### src/common/e1rx_pkg.sv
// Package: constants for the E1 receive timeslot conditioning block
`default_nettype none
package e1rx_pkg;
   // Host direct register offsets (host_addr)
   localparam logic [2:0] E1RX_SB_ACC_CTRL = 3'h0;
   localparam logic [2:0] E1RX_SB_ACC_DATA = 3'h1;
   localparam logic [2:0] E1RX_PL_ACC_CTRL = 3'h2;
   localparam logic [2:0] E1RX_PL_ACC_DATA = 3'h3;
   localparam logic [2:0] E1RX_GLOBAL_CFG  = 3'h4;
   // Access control fields
   localparam int E1RX_RNW_BIT = 7;
   // Global config fields
   localparam int E1RX_GAP_EN_BIT = 3;
   localparam int E1RX_GSEL_MSB   = 2;
   // Timeslot control fields
   localparam int E1RX_SUBST_MSB = 7;
   localparam int E1RX_SUBST_LSB = 5;
   localparam int E1RX_MSB_INV   = 4;
   localparam int E1RX_ODD_INV   = 3;
   localparam int E1RX_EVEN_INV  = 2;
   localparam int E1RX_LSB_GAP   = 1;
   localparam int E1RX_FULL_GAP  = 0;
   // Signaling register fields
   localparam int E1RX_EXTRACT_BIT = 4;
   localparam int E1RX_SIGNALING_TRUNK_ENABLE_BIT  = 4;
   localparam int E1RX_TEST_BIT    = 6;
   // Indirect address bases
   localparam logic [6:0] E1RX_IA_DTRK = 7'h20;
   localparam logic [6:0] E1RX_IA_STRK = 7'h40;
   // Reset values
   localparam logic [7:0] E1RX_RST_BYTE = 8'h00;
   // Replacement select codes
   localparam logic [2:0] E1RX_SEL_NONE = 3'h0;
   localparam logic [2:0] E1RX_SEL_DTRK = 3'h1;
   localparam logic [2:0] E1RX_SEL_ALAW = 3'h2;
   localparam logic [2:0] E1RX_SEL_ULAW = 3'h3;
   // Inversion masks, bit 1 of the slot is data[7]
   localparam logic [7:0] E1RX_MASK_MSB  = 8'h80;
   localparam logic [7:0] E1RX_MASK_ODD  = 8'h2A;
   localparam logic [7:0] E1RX_MASK_EVEN = 8'h55;
   // Last timeslot of a frame
   localparam logic [4:0] E1RX_LAST_TS = 5'h1F;
   // Digital milliwatt sequences, one byte per frame
   localparam logic [63:0] E1RX_ALAW_MW = 64'h34_21_21_34_B4_A1_A1_B4;
   localparam logic [63:0] E1RX_ULAW_MW = 64'h1E_0B_0B_1E_9E_8B_8B_9E;

   // Inversion mask from the three select bits
   function automatic logic [7:0] e1rx_inv_mask(input logic [7:0] ctl);
      e1rx_inv_mask = (ctl[E1RX_MSB_INV] ? E1RX_MASK_MSB : 8'h00)
                    | (ctl[E1RX_ODD_INV] ? E1RX_MASK_ODD : 8'h00)
                    | (ctl[E1RX_EVEN_INV] ? E1RX_MASK_EVEN : 8'h00);
   endfunction

   // Voice timeslots carry signaling; 0 and 16 do not
   function automatic logic e1rx_is_voice(input logic [4:0] ts);
      e1rx_is_voice = (ts[3:0] != 4'h0);
   endfunction
endpackage
`default_nettype wire

### src/common/e1rx_xf_if.sv
// Interface: one timeslot byte and its settings into the transform
`timescale 1ns/100ps
`default_nettype none
interface e1rx_xf_if;
   logic [7:0] din;
   logic [7:0] ctl;
   logic [7:0] dtrk;
   logic [2:0] gsel;
   logic [2:0] phase;
   logic [7:0] dout;
   modport src (output din, ctl, dtrk, gsel, phase, input dout);
   modport xf  (input din, ctl, dtrk, gsel, phase, output dout);
endinterface
`default_nettype wire

### src/hdl/e1rx_slot_xform.sv
// Payload replacement and bit inversion for one timeslot byte
`timescale 1ns/100ps
`default_nettype none
module e1rx_slot_xform
   import e1rx_pkg::*;
(
   // Timeslot byte and settings
   e1rx_xf_if.xf xf
);
   logic [2:0] sel;
   logic [7:0] rep;
   logic [7:0] mw_a;
   logic [7:0] mw_u;

   // Global select takes precedence unless it is 000
   assign sel = (xf.gsel == E1RX_SEL_NONE) ?
                xf.ctl[E1RX_SUBST_MSB:E1RX_SUBST_LSB] : xf.gsel; // RULE8

   // Milliwatt byte for this frame phase, first byte in the top lane
   assign mw_a = E1RX_ALAW_MW[8*(7-xf.phase) +: 8];
   assign mw_u = E1RX_ULAW_MW[8*(7-xf.phase) +: 8];

   // Replacement source
   always_comb
   begin
      case (sel)
         E1RX_SEL_NONE: rep = xf.din; // RULE9
         E1RX_SEL_DTRK: rep = xf.dtrk; // RULE9 RULE19
         E1RX_SEL_ALAW: rep = mw_a; // RULE10
         E1RX_SEL_ULAW: rep = mw_u; // RULE10
         default:       rep = xf.din; // RULE22
      endcase
   end

   // Inversion follows replacement, so trunk codes can be inverted too
   assign xf.dout = rep ^ e1rx_inv_mask(xf.ctl); // RULE11 RULE12 RULE13 RULE14 RULE15 RULE16 RULE17
endmodule // e1rx_slot_xform
`default_nettype wire

### src/hdl/e1rx_tsc_top.sv
// E1 receive timeslot conditioning: signaling extract and payload control
//
// What this block does
// RULE1: signaling buffer has one indirect register per voice slot, 01-0F, 11-1F.
// RULE2: extraction happens only while signaling multiframe alignment holds.
// RULE3: extract enable set copies received ABCD into read-only bits 3..0.
// RULE4: extracted nibble is read-only and meaningful only while enabled.
// RULE5: payload control addresses 00-1F are timeslot control for slots 0-31.
// RULE6: payload control addresses 20-3F are data trunk codes for slots 0-31.
// RULE7: addresses 41-4F and 51-5F are signaling trunk codes, slots 1-15, 17-31.
// RULE8: per-slot replace select acts only while global select is 000.
// RULE9: select 000 passes payload, 001 substitutes the data trunk code.
// RULE10: select 010 gives A-law milliwatt, 011 gives mu-law milliwatt.
// RULE11: no select inverts nothing; even select inverts bits 2,4,6,8.
// RULE12: odd select alone inverts bits 3,5,7, MSB untouched.
// RULE13: odd plus even inverts bits 2 through 8.
// RULE14: MSB select alone inverts bit 1.
// RULE15: MSB plus even inverts bits 1,2,4,6,8.
// RULE16: MSB plus odd inverts bits 1,3,5,7.
// RULE17: all three selects invert all eight bits.
// RULE18: gap bits act only in clock master mode with gap enable set.
// RULE19: each data trunk register holds an 8-bit replacement code.
// RULE20: software loads access data before writing address with write flag.
// RULE21: signaling trunk enable replaces signaling bits with the trunk code.
// RULE22: reserved replace codes are not used; device passes payload unchanged.
`timescale 1ns/100ps
`default_nettype none
module e1rx_tsc_top
   import e1rx_pkg::*;
#(
   parameter int NUM_TS = 32
)
(
   // Clock, enable, reset
   input  wire logic       clk,
   input  wire logic       ce,
   input  wire logic       rst_n,
   // Host register port
   input  wire logic       host_wr,
   input  wire logic       host_rd,
   input  wire logic [2:0] host_addr,
   input  wire logic [7:0] host_wdata,
   output logic [7:0]      host_rdata,
   output logic            host_rvalid,
   // Receive stream from framer
   input  wire logic       ts_valid,
   input  wire logic [4:0] ts_num,
   input  wire logic [7:0] ts_data,
   input  wire logic [3:0] ts_sig,
   input  wire logic       smf_aligned,
   input  wire logic       rx_clk_master,
   // Conditioned stream to backplane
   output logic            out_valid,
   output logic [4:0]      out_ts,
   output logic [7:0]      out_data,
   output logic [3:0]      out_sig,
   output logic            out_gap_lsb,
   output logic            out_gap_full
);
   // Per-slot storage
   logic [7:0] ctl_r     [NUM_TS];
   logic [7:0] dtrk_r    [NUM_TS];
   logic [5:0] strk_r    [NUM_TS];
   logic       sig_en_r  [NUM_TS];
   logic [3:0] sig_nib_r [NUM_TS];

   // Direct registers
   logic [7:0] sb_ctl_r;
   logic [7:0] sb_dat_r;
   logic [7:0] pl_ctl_r;
   logic [7:0] pl_dat_r;
   logic [3:0] gcfg_r;
   logic [2:0] phase_r;

   // Decoded host strobes
   logic       sb_go;
   logic       pl_go;
   logic       rnw;
   logic [6:0] ia;
   logic [4:0] ia_ts;
   logic [7:0] sb_rd_val;
   logic [7:0] pl_rd_val;
   logic [7:0] xf_out;

   // Access control write starts the indirect transfer
   assign sb_go = ce && host_wr && (host_addr == E1RX_SB_ACC_CTRL);
   assign pl_go = ce && host_wr && (host_addr == E1RX_PL_ACC_CTRL);
   assign rnw   = host_wdata[E1RX_RNW_BIT];
   assign ia    = host_wdata[6:0];
   assign ia_ts = host_wdata[4:0];

   // Signaling buffer address check: 01-0F and 11-1F only
   function automatic logic sb_hit(input logic [6:0] a);
      sb_hit = (a[6:5] == 2'b00) && e1rx_is_voice(a[4:0]); // RULE1
   endfunction

   // Signaling trunk address check: 41-4F and 51-5F only
   function automatic logic st_hit(input logic [6:0] a);
      st_hit = (a[6:5] == E1RX_IA_STRK[6:5])
            && e1rx_is_voice(a[4:0]); // RULE7
   endfunction

   // Indirect read value of the signaling buffer; reserved bits read zero
   always_comb
   begin
      sb_rd_val = 8'h00;
      if (sb_hit(ia))
      begin
         sb_rd_val[E1RX_EXTRACT_BIT] = sig_en_r[ia_ts];
         sb_rd_val[3:0]              = sig_nib_r[ia_ts]; // RULE4
      end
   end

   // Indirect read value of payload control; unmapped reads return zero
   always_comb
   begin
      pl_rd_val = 8'h00;
      if (ia[6:5] == 2'b00)
      begin
         pl_rd_val = ctl_r[ia_ts]; // RULE5
      end
      else if (ia[6:5] == E1RX_IA_DTRK[6:5])
      begin
         pl_rd_val = dtrk_r[ia_ts]; // RULE6
      end
      else if (st_hit(ia))
      begin
         pl_rd_val = {1'b0, strk_r[ia_ts][5], 1'b0, strk_r[ia_ts][4:0]};
      end
   end

   // Signaling buffer direct registers; a read op refills the data register
   always_ff @(posedge clk)
   begin
      if (!rst_n)
      begin
         sb_ctl_r <= E1RX_RST_BYTE;
         sb_dat_r <= E1RX_RST_BYTE;
      end
      else if (sb_go)
      begin
         sb_ctl_r <= host_wdata;
         if (rnw)
         begin
            sb_dat_r <= sb_rd_val;
         end
      end
      else if (ce && host_wr && host_addr == E1RX_SB_ACC_DATA)
      begin
         sb_dat_r <= host_wdata;
      end
   end

   // Payload control direct registers
   always_ff @(posedge clk)
   begin
      if (!rst_n)
      begin
         pl_ctl_r <= E1RX_RST_BYTE;
         pl_dat_r <= E1RX_RST_BYTE;
      end
      else if (pl_go)
      begin
         pl_ctl_r <= host_wdata;
         if (rnw)
         begin
            pl_dat_r <= pl_rd_val;
         end
      end
      else if (ce && host_wr && host_addr == E1RX_PL_ACC_DATA)
      begin
         pl_dat_r <= host_wdata;
      end
   end

   // Global config: clock gap enable and global replace select
   always_ff @(posedge clk)
   begin
      if (!rst_n)
      begin
         gcfg_r <= 4'h0;
      end
      else if (ce && host_wr && host_addr == E1RX_GLOBAL_CFG)
      begin
         gcfg_r <= host_wdata[3:0];
      end
   end

   // Extract enables written from the previously loaded data register
   always_ff @(posedge clk)
   begin
      if (!rst_n)
      begin
         for (int i = 0; i < NUM_TS; i++)
         begin
            sig_en_r[i] <= 1'b0;
         end
      end
      else if (sb_go && !rnw && sb_hit(ia))
      begin
         sig_en_r[ia_ts] <= sb_dat_r[E1RX_EXTRACT_BIT]; // RULE1 RULE20
      end
   end

   // Extraction: only aligned, enabled voice slots update the nibble
   always_ff @(posedge clk)
   begin
      if (!rst_n)
      begin
         for (int i = 0; i < NUM_TS; i++)
         begin
            sig_nib_r[i] <= 4'h0;
         end
      end
      else if (ce && ts_valid && e1rx_is_voice(ts_num)
               && smf_aligned && sig_en_r[ts_num]) // RULE2
      begin
         sig_nib_r[ts_num] <= ts_sig; // RULE3
      end
   end

   // Payload control tables; host writes hit only decoded slots
   always_ff @(posedge clk)
   begin
      if (!rst_n)
      begin
         for (int i = 0; i < NUM_TS; i++)
         begin
            ctl_r[i]  <= E1RX_RST_BYTE;
            dtrk_r[i] <= E1RX_RST_BYTE;
            strk_r[i] <= 6'h00;
         end
      end
      else if (pl_go && !rnw) // RULE20
      begin
         if (ia[6:5] == 2'b00)
         begin
            ctl_r[ia_ts] <= pl_dat_r; // RULE5
         end
         else if (ia[6:5] == E1RX_IA_DTRK[6:5])
         begin
            dtrk_r[ia_ts] <= pl_dat_r; // RULE6 RULE19
         end
         else if (st_hit(ia))
         begin
            strk_r[ia_ts] <= {pl_dat_r[E1RX_TEST_BIT], pl_dat_r[4:0]}; // RULE7
         end
      end
   end

   // Frame phase steps the milliwatt sequence once per frame
   always_ff @(posedge clk)
   begin
      if (!rst_n)
      begin
         phase_r <= 3'h0;
      end
      else if (ce && ts_valid && ts_num == E1RX_LAST_TS)
      begin
         phase_r <= phase_r + 3'h1;
      end
   end

   // Transform of the current byte, shared with the pass-through path
   e1rx_xf_if xfi ();
   assign xfi.din   = ts_data;
   assign xfi.ctl   = ctl_r[ts_num];
   assign xfi.dtrk  = dtrk_r[ts_num];
   assign xfi.gsel  = gcfg_r[E1RX_GSEL_MSB:0];
   assign xfi.phase = phase_r;
   assign xf_out    = xfi.dout;

   e1rx_slot_xform u_xf (
      .xf (xfi)
   );

   // Output stage: one cycle after the input byte
   always_ff @(posedge clk)
   begin
      if (!rst_n)
      begin
         out_valid    <= 1'b0;
         out_ts       <= 5'h00;
         out_data     <= 8'h00;
         out_sig      <= 4'h0;
         out_gap_lsb  <= 1'b0;
         out_gap_full <= 1'b0;
      end
      else if (ce)
      begin
         out_valid <= ts_valid;
         if (ts_valid)
         begin
            out_ts   <= ts_num;
            out_data <= xf_out;
            // Trunk code only on slots that own a signaling register
            out_sig  <= (e1rx_is_voice(ts_num) && strk_r[ts_num][E1RX_SIGNALING_TRUNK_ENABLE_BIT])
                        ? strk_r[ts_num][3:0] : ts_sig; // RULE21
            // Gapping is off outside clock master mode to keep the clock whole
            out_gap_full <= rx_clk_master && gcfg_r[E1RX_GAP_EN_BIT]
                            && ctl_r[ts_num][E1RX_FULL_GAP]; // RULE18
            out_gap_lsb  <= rx_clk_master && gcfg_r[E1RX_GAP_EN_BIT]
                            && ctl_r[ts_num][E1RX_LSB_GAP]
                            && !ctl_r[ts_num][E1RX_FULL_GAP]; // RULE18
         end
      end
   end

   // Host read data, registered; unmapped offsets read zero
   always_ff @(posedge clk)
   begin
      if (!rst_n)
      begin
         host_rdata  <= 8'h00;
         host_rvalid <= 1'b0;
      end
      else if (ce)
      begin
         host_rvalid <= host_rd;
         if (host_rd)
         begin
            case (host_addr)
               E1RX_SB_ACC_CTRL: host_rdata <= sb_ctl_r;
               E1RX_SB_ACC_DATA: host_rdata <= sb_dat_r;
               E1RX_PL_ACC_CTRL: host_rdata <= pl_ctl_r;
               E1RX_PL_ACC_DATA: host_rdata <= pl_dat_r;
               E1RX_GLOBAL_CFG:  host_rdata <= {4'h0, gcfg_r};
               default:          host_rdata <= 8'h00;
            endcase
         end
      end
   end
endmodule // e1rx_tsc_top
`default_nettype wire

### config.mk
export PLATFORM = sky130hd
export DESIGN_NAME = e1rx_tsc_top
export DESIGN_NICKNAME = d
export VERILOG_FILES = /design/src/common/e1rx_pkg.sv /design/src/common/e1rx_xf_if.sv /design/src/hdl/e1rx_slot_xform.sv /design/src/hdl/e1rx_tsc_top.sv
export SDC_FILE = /design/constraint.sdc
export NUM_CORES = 2
export LEC_CHECK = 0
export BUFFER_PORTS_ARGS = -buffer_cell sky130_fd_sc_hd__clkbuf_2
export CAP_MARGIN = 10
export CORE_MARGIN = 5
export CORE_UTILIZATION = 35
export DETAILED_ROUTE_END_ITERATION = 6
export PLACE_DENSITY = 0.47
export SLEW_MARGIN = 20
export SYNTH_ARGS = -nofsm -noshare
export SYNTH_HDL_FRONTEND = slang
export SYNTH_HIERARCHICAL = 1
export SYNTH_SLANG_ARGS = --single-unit
### constraint.sdc
create_clock -name clk -period 3.95 [get_ports clk]
set_input_delay 0.1975 -clock clk [delete_from_list [all_inputs] [get_ports clk]]
set_output_delay 0.1975 -clock clk [all_outputs]
set_load 0.03 [all_outputs]
**Word-level counts from Yosys, hierarchy flattened**

Memories as Yosys holds them, arrays and structs flattened.
Index checks and enable logic that the tools add are counted.

- Add/sub/neg operators: 2
- Equality and inequality tests: 12
- Shift-type cells: 2
- Muxes and demuxes: 54
- Bitwise logic cells: 3
- Reductions and logical operators: 39

Operator list:

| operator | count |
|---|---|
| variable part select 64 x 33 -> 8 bit, first input constant | 2 |
| two-way mux 8 bit | 11 |
| one-hot mux 8 bit (5 select lines) | 1 |
| two-way mux 5 bit | 6 |
| two-way mux 1 bit | 28 |
| one-hot mux 8 bit (3 select lines) | 1 |
| logical AND 1 bit | 21 |
| bitwise OR 8 bit | 2 |
| OR reduction 8 bit | 2 |
| two-way mux 7 bit | 2 |
| equality test 3 x 2 -> 1 bit, second input constant | 4 |
| two-way mux 6 bit | 2 |
| two-way mux 4 bit | 2 |
| AND reduction 2 bit | 4 |
| nonzero test 4 bit | 2 |
| bitwise XOR 8 bit | 1 |
| equality test 3 x 1 -> 1 bit, second input constant | 2 |
| zero test 3 bit | 2 |
| OR reduction 6 bit | 1 |
| equality test 5 bit, second input constant | 1 |
| inequality test 2 bit, second input constant | 2 |
| nonzero test 2 bit | 2 |
| OR reduction 4 bit | 1 |
| subtractor 3 x 3 -> 4 bit, first input constant | 1 |
| 8 further kinds | 9 |

- Bits in registers: 68
- Bits in writable memories: 864
- Bits of input ports: 36
- Output and inout bits: 29
- Logic and storage cells: 131
- Memories: 5

Memories:

| name | words | width | rd ports | clocked after memory_dff | wr ports | RTL line | text |
|---|---|---|---|---|---|---|---|
| ctl_r | 32 | 8 | 2 | 0 | 32 | e1rx_tsc_top.sv:61 | `logic [7:0] ctl_r [NUM_TS];` |
| dtrk_r | 32 | 8 | 2 | 0 | 32 | e1rx_tsc_top.sv:62 | `logic [7:0] dtrk_r [NUM_TS];` |
| strk_r | 32 | 6 | 2 | 0 | 32 | e1rx_tsc_top.sv:63 | `logic [5:0] strk_r [NUM_TS];` |
| sig_nib_r | 32 | 4 | 1 | 0 | 32 | e1rx_tsc_top.sv:65 | `logic [3:0] sig_nib_r [NUM_TS];` |
| sig_en_r | 32 | 1 | 2 | 0 | 32 | e1rx_tsc_top.sv:64 | `logic sig_en_r [NUM_TS];` |

**Depth between registers and ports, before layout**

- Depth in word-level cells: 10
- Depth in mapped cells: 15
- Mapped depth without buffers: 9

**By module**

Netlist, hierarchy kept.

By module, submodules not included:

| module | times used | cells an instance | area an instance (um^2) |
|---|---|---|---|
| e1rx_tsc_top | 1 | 3,664 | 48,693.0 |
| e1rx_slot_xform | 1 | 36 | 294.0 |

**Worst setup path before layout**

OpenSTA, ideal clock, no wires.

- Path kind: input-to-reg
- Start: input port ts_num[0]
- End: register out_data[7]
- Arrival: 3.073 ns
- Path slack: 0.744 ns
- Cell stages on the path: 14
- Path through: buf_6 -> buf_12 -> buf_6 -> buf_4 -> buf_2 -> mux4_2 -> a22oi_1 -> nand4_1 -> or3b_1 -> a211oi_4 -> a222oi_1 -> xnor2_1 -> nand2_1 -> a21oi_1

- Word-level cells in the longest chain between the ends: 5
- Elaborated cells on any way between the ends: 11
- Classes of those cells: 3 x eq/ne; 3 x mux; 3 x bitwise; 2 x memory

Ends and longest elaborated chain:

| what | RTL line | text |
|---|---|---|
| start, declared | e1rx_tsc_top.sv:47 | `input wire logic [4:0] ts_num,` |
| memory read (32 x 8 bit) * | -- |  |
| net xfi.ctl[6] | e1rx_xf_if.sv:6 | `logic [7:0] ctl;` |
| two-way mux 3 bit * | e1rx_slot_xform.sv:16 | `assign sel = (xf.gsel == E1RX_SEL_NONE) ?` |
| equality test 3 x 2 -> 1 bit or equality test 3 x 1 -> 1 bit (tied branches) | e1rx_slot_xform.sv:26 | `case (sel)` |
| one-hot mux 8 bit (3 select lines) * | e1rx_slot_xform.sv:26 |  |
| bitwise XOR 8 bit * | e1rx_slot_xform.sv:36 | `assign xf.dout = rep ^ e1rx_inv_mask(xf.ctl);` |
| net xf_out[7] | e1rx_tsc_top.sv:83 | `logic [7:0] xf_out;` |
| end signal, assigned | e1rx_tsc_top.sv:295 | `out_data <= xf_out;` |
| end, declared | e1rx_tsc_top.sv:55 | `output logic [7:0] out_data,` |

The timed path passes the listed nets; every way through them passes the cells marked *.
A chain may end at the register's enable or synchronous reset.

==> metrics.cfg <==
[pwr]
p_per_area_nw_per_um2=429.3
power.leakage_nw=20.81
p_clk_share_pct=44.0
pwr-share-comb_pct=9.6
switching_share_pct=24.92
totalPowerFinal_w=0.02419
power.switching_w=0.006030
ir_drop_uv=356.6
p_int_w=0.01816
p_seq_share_pct=46.4

[floorplanning]
dieArea_sq_um=147500
io_pins=65
start_util_pct=35.15
coreArea_sq_um=139400
die_w_um=384.1
row_count=137
die_h_um=384.1

[status]
status=finished clean

[critical_path]
worst-r2r-cell-count=10
cp-end-kind=flop
required_ps=4600
crit_arrival_ps=4150
crit_family=compound AO/OA/AOI/OAI gates
start_kind=flop
r2r-start=ctl_r[15][7]
cp_max_fo=5
slowest_delay_ps=540
crit_chain=mux4_2 -> a22oi_1 -> nand4_1 -> buf_4 -> or3b_4 -> a2111oi_0 -> a221oi_1 -> xnor2_1 -> nand2_1 -> a21oi_1
cp_slowest_cell=a2111oi_0
regToRegSetupSlack_ps=450
rr_endpoint=out_data[5]
criticalPathCategory=reg2reg
worst-path-buf-inv=1

[sta]
rsz0062_at_grt=no
setup_tns_ps=0
fin_skew_ps=90.79
max_freq_mhz=285.9
finalSetupViolCount=0
finalHoldViolations=0
worst_pin_slew_ps=1104
slew_viol_final=0
max_slew_margin_pct=26.41
setup_ws_ps=452.8
timing.hold.ws_ps=25.68
post-route-min-period_ps=3497
period_share_pct=88.54

[detailed_routing]
via_per_inst=5.848
detail-route-antenna-nets=0
wl_met1_mm=81.52
wl_met2_mm=84.13
drtIter0Drc=4200
drc_errors=0
wl_met3_mm=15.43
routed.top_layer=met5
vias=34206
drt_pass1_iterations=6
routedWlPerCell_um=32.26
routed_wl_mm=188.7

[grt]
grt_pass1_wl_mm=264.1
grtUsageTotal_pct=25.18
gr-total-overflow=0
grt_pass1_vias=33261
antenna_found_initial=10
grt_max_degree=93

[final_layout]
drive_above_1_share_pct=22.56
fin_nets=3913
final_common_cell=edfxtp_1
syn2layout_area_growth_pct=15.04
final_cell_mix=edfxtp_1, and2_1, buf_4, mux4_2, nor2_1

[clocking]
clkLatencyLatePin_ps=780
clk_path_buf_depth=3
htree_levels=3
clock_sinks=932
path_clk_slew_ps=60
numCtsBuffers=107
cts-root-buf=clkbuf_16
cts_resized=0
cts_tree=built

[hold_path]
holdPathEnd=phase_r[0]
hold_class=in2reg
whs_path_depth=5
hp-start=ts_valid

[placement]
hpwl_mm=134.4
io_buffers=64
place.gp.congestion=0.9459
pre_cts_ws_ps=355.4

[yosys]
ys_warn_count=6
syn_inst=3699
syn_area_per_cell_sq_um=13.24
synth_area_sq_um=48980

[job]
cap_violations=0

-- worst min-delay path: cells and delay by family --
kind / cells / cell delay (ps)
xor gates and xnor gates: 1 / 150
buffers and inverters: 1 / 90
and+or+nand+nor: 3 / 310
-- layer usage --
layer | up-vias | track usage [%]
li1 | 14513 | -
met5 | - | 0
met3 | 322 | 4.703
met4 | 6 | 9.310
met1 | 17804 | 35.98
met2 | 1561 | 38.30
-- worst max path at each step --
stage / from / endpoint / slack (ps) / cells past startpoint
6_report: ctl_r[15][7] / out_data[5] / 450 / 10
5_1_grt: ctl_r[19][6] / out_data[7] / 580 / 10
4_1_cts: ctl_r[15][7] / out_data[5] / 720 / 10
3_5_place_dp: ts_num[0] / out_data[5] / 360 / 11
3_3_place_gp: ts_num[0] / out_data[5] / 310 / 11
2_1_floorplan: ts_num[0] / out_data[7] / 740 / 14
-- power groups by stage --
stage                     Clock [W]  Sequential [W]  Combinational (W)
after global routing         0.0112          0.0113            0.00238
final                        0.0106          0.0112            0.00232
after detailed placement          0          0.0114            0.00226
after CTS                    0.0108          0.0112            0.00229
after global placement            0          0.0114            0.00226
after floorplan                   0          0.0114            0.00133
-- area by class of cell --
type,instances,area (sq um)
diodes,6,15.01
clock buffers,133,2806
clock inverters,67,885.9
fillers,13087,83010
inverters,12,45.04
multi-input cells,2426,20170
flip-flops and latches,932,27010
well taps,1876,2347
repair buffers,397,3069
-- sequential cells by signal, indices dropped and copies added, names as in the netlist, 5 cells and up --
| name | count |
|---|---|
| strk_r | 192 |
| sig_en_r | 32 |
| pl_ctl_r | 8 |
| sb_ctl_r | 8 |
| ctl_r | 256 |
| sb_dat_r | 8 |
| out_ts | 5 |
| sig_nib_r | 128 |
| dtrk_r | 256 |
| pl_dat_r | 8 |
| host_rdata | 8 |
| out_data | 8 |
-- timing repair --
action | in CTS | in global routing
buffers inserted | 0 | 0
hold endpoints to repair | 38 | 0
endpoints found under the setup margin | 0 | 0
hold buffers | 20 | 0
-- metrics by stage --
| step | instance area, sq um | std cells | util (%) |
|---|---|---|---|
| 2_1_floorplan | 49050 | 3718 | - |
| 3_3_place_gp | 52440 | 5623 | 37.63 |
| 3_5_place_dp | 52440 | 5623 | 37.63 |
| 4_1_cts | 56330 | 5843 | 40.42 |
| 5_1_grt | 56330 | 5843 | 40.42 |
| 6_report | 56350 | 5849 | 40.43 |
No activity file was read; power rests on OpenSTA's default activity.
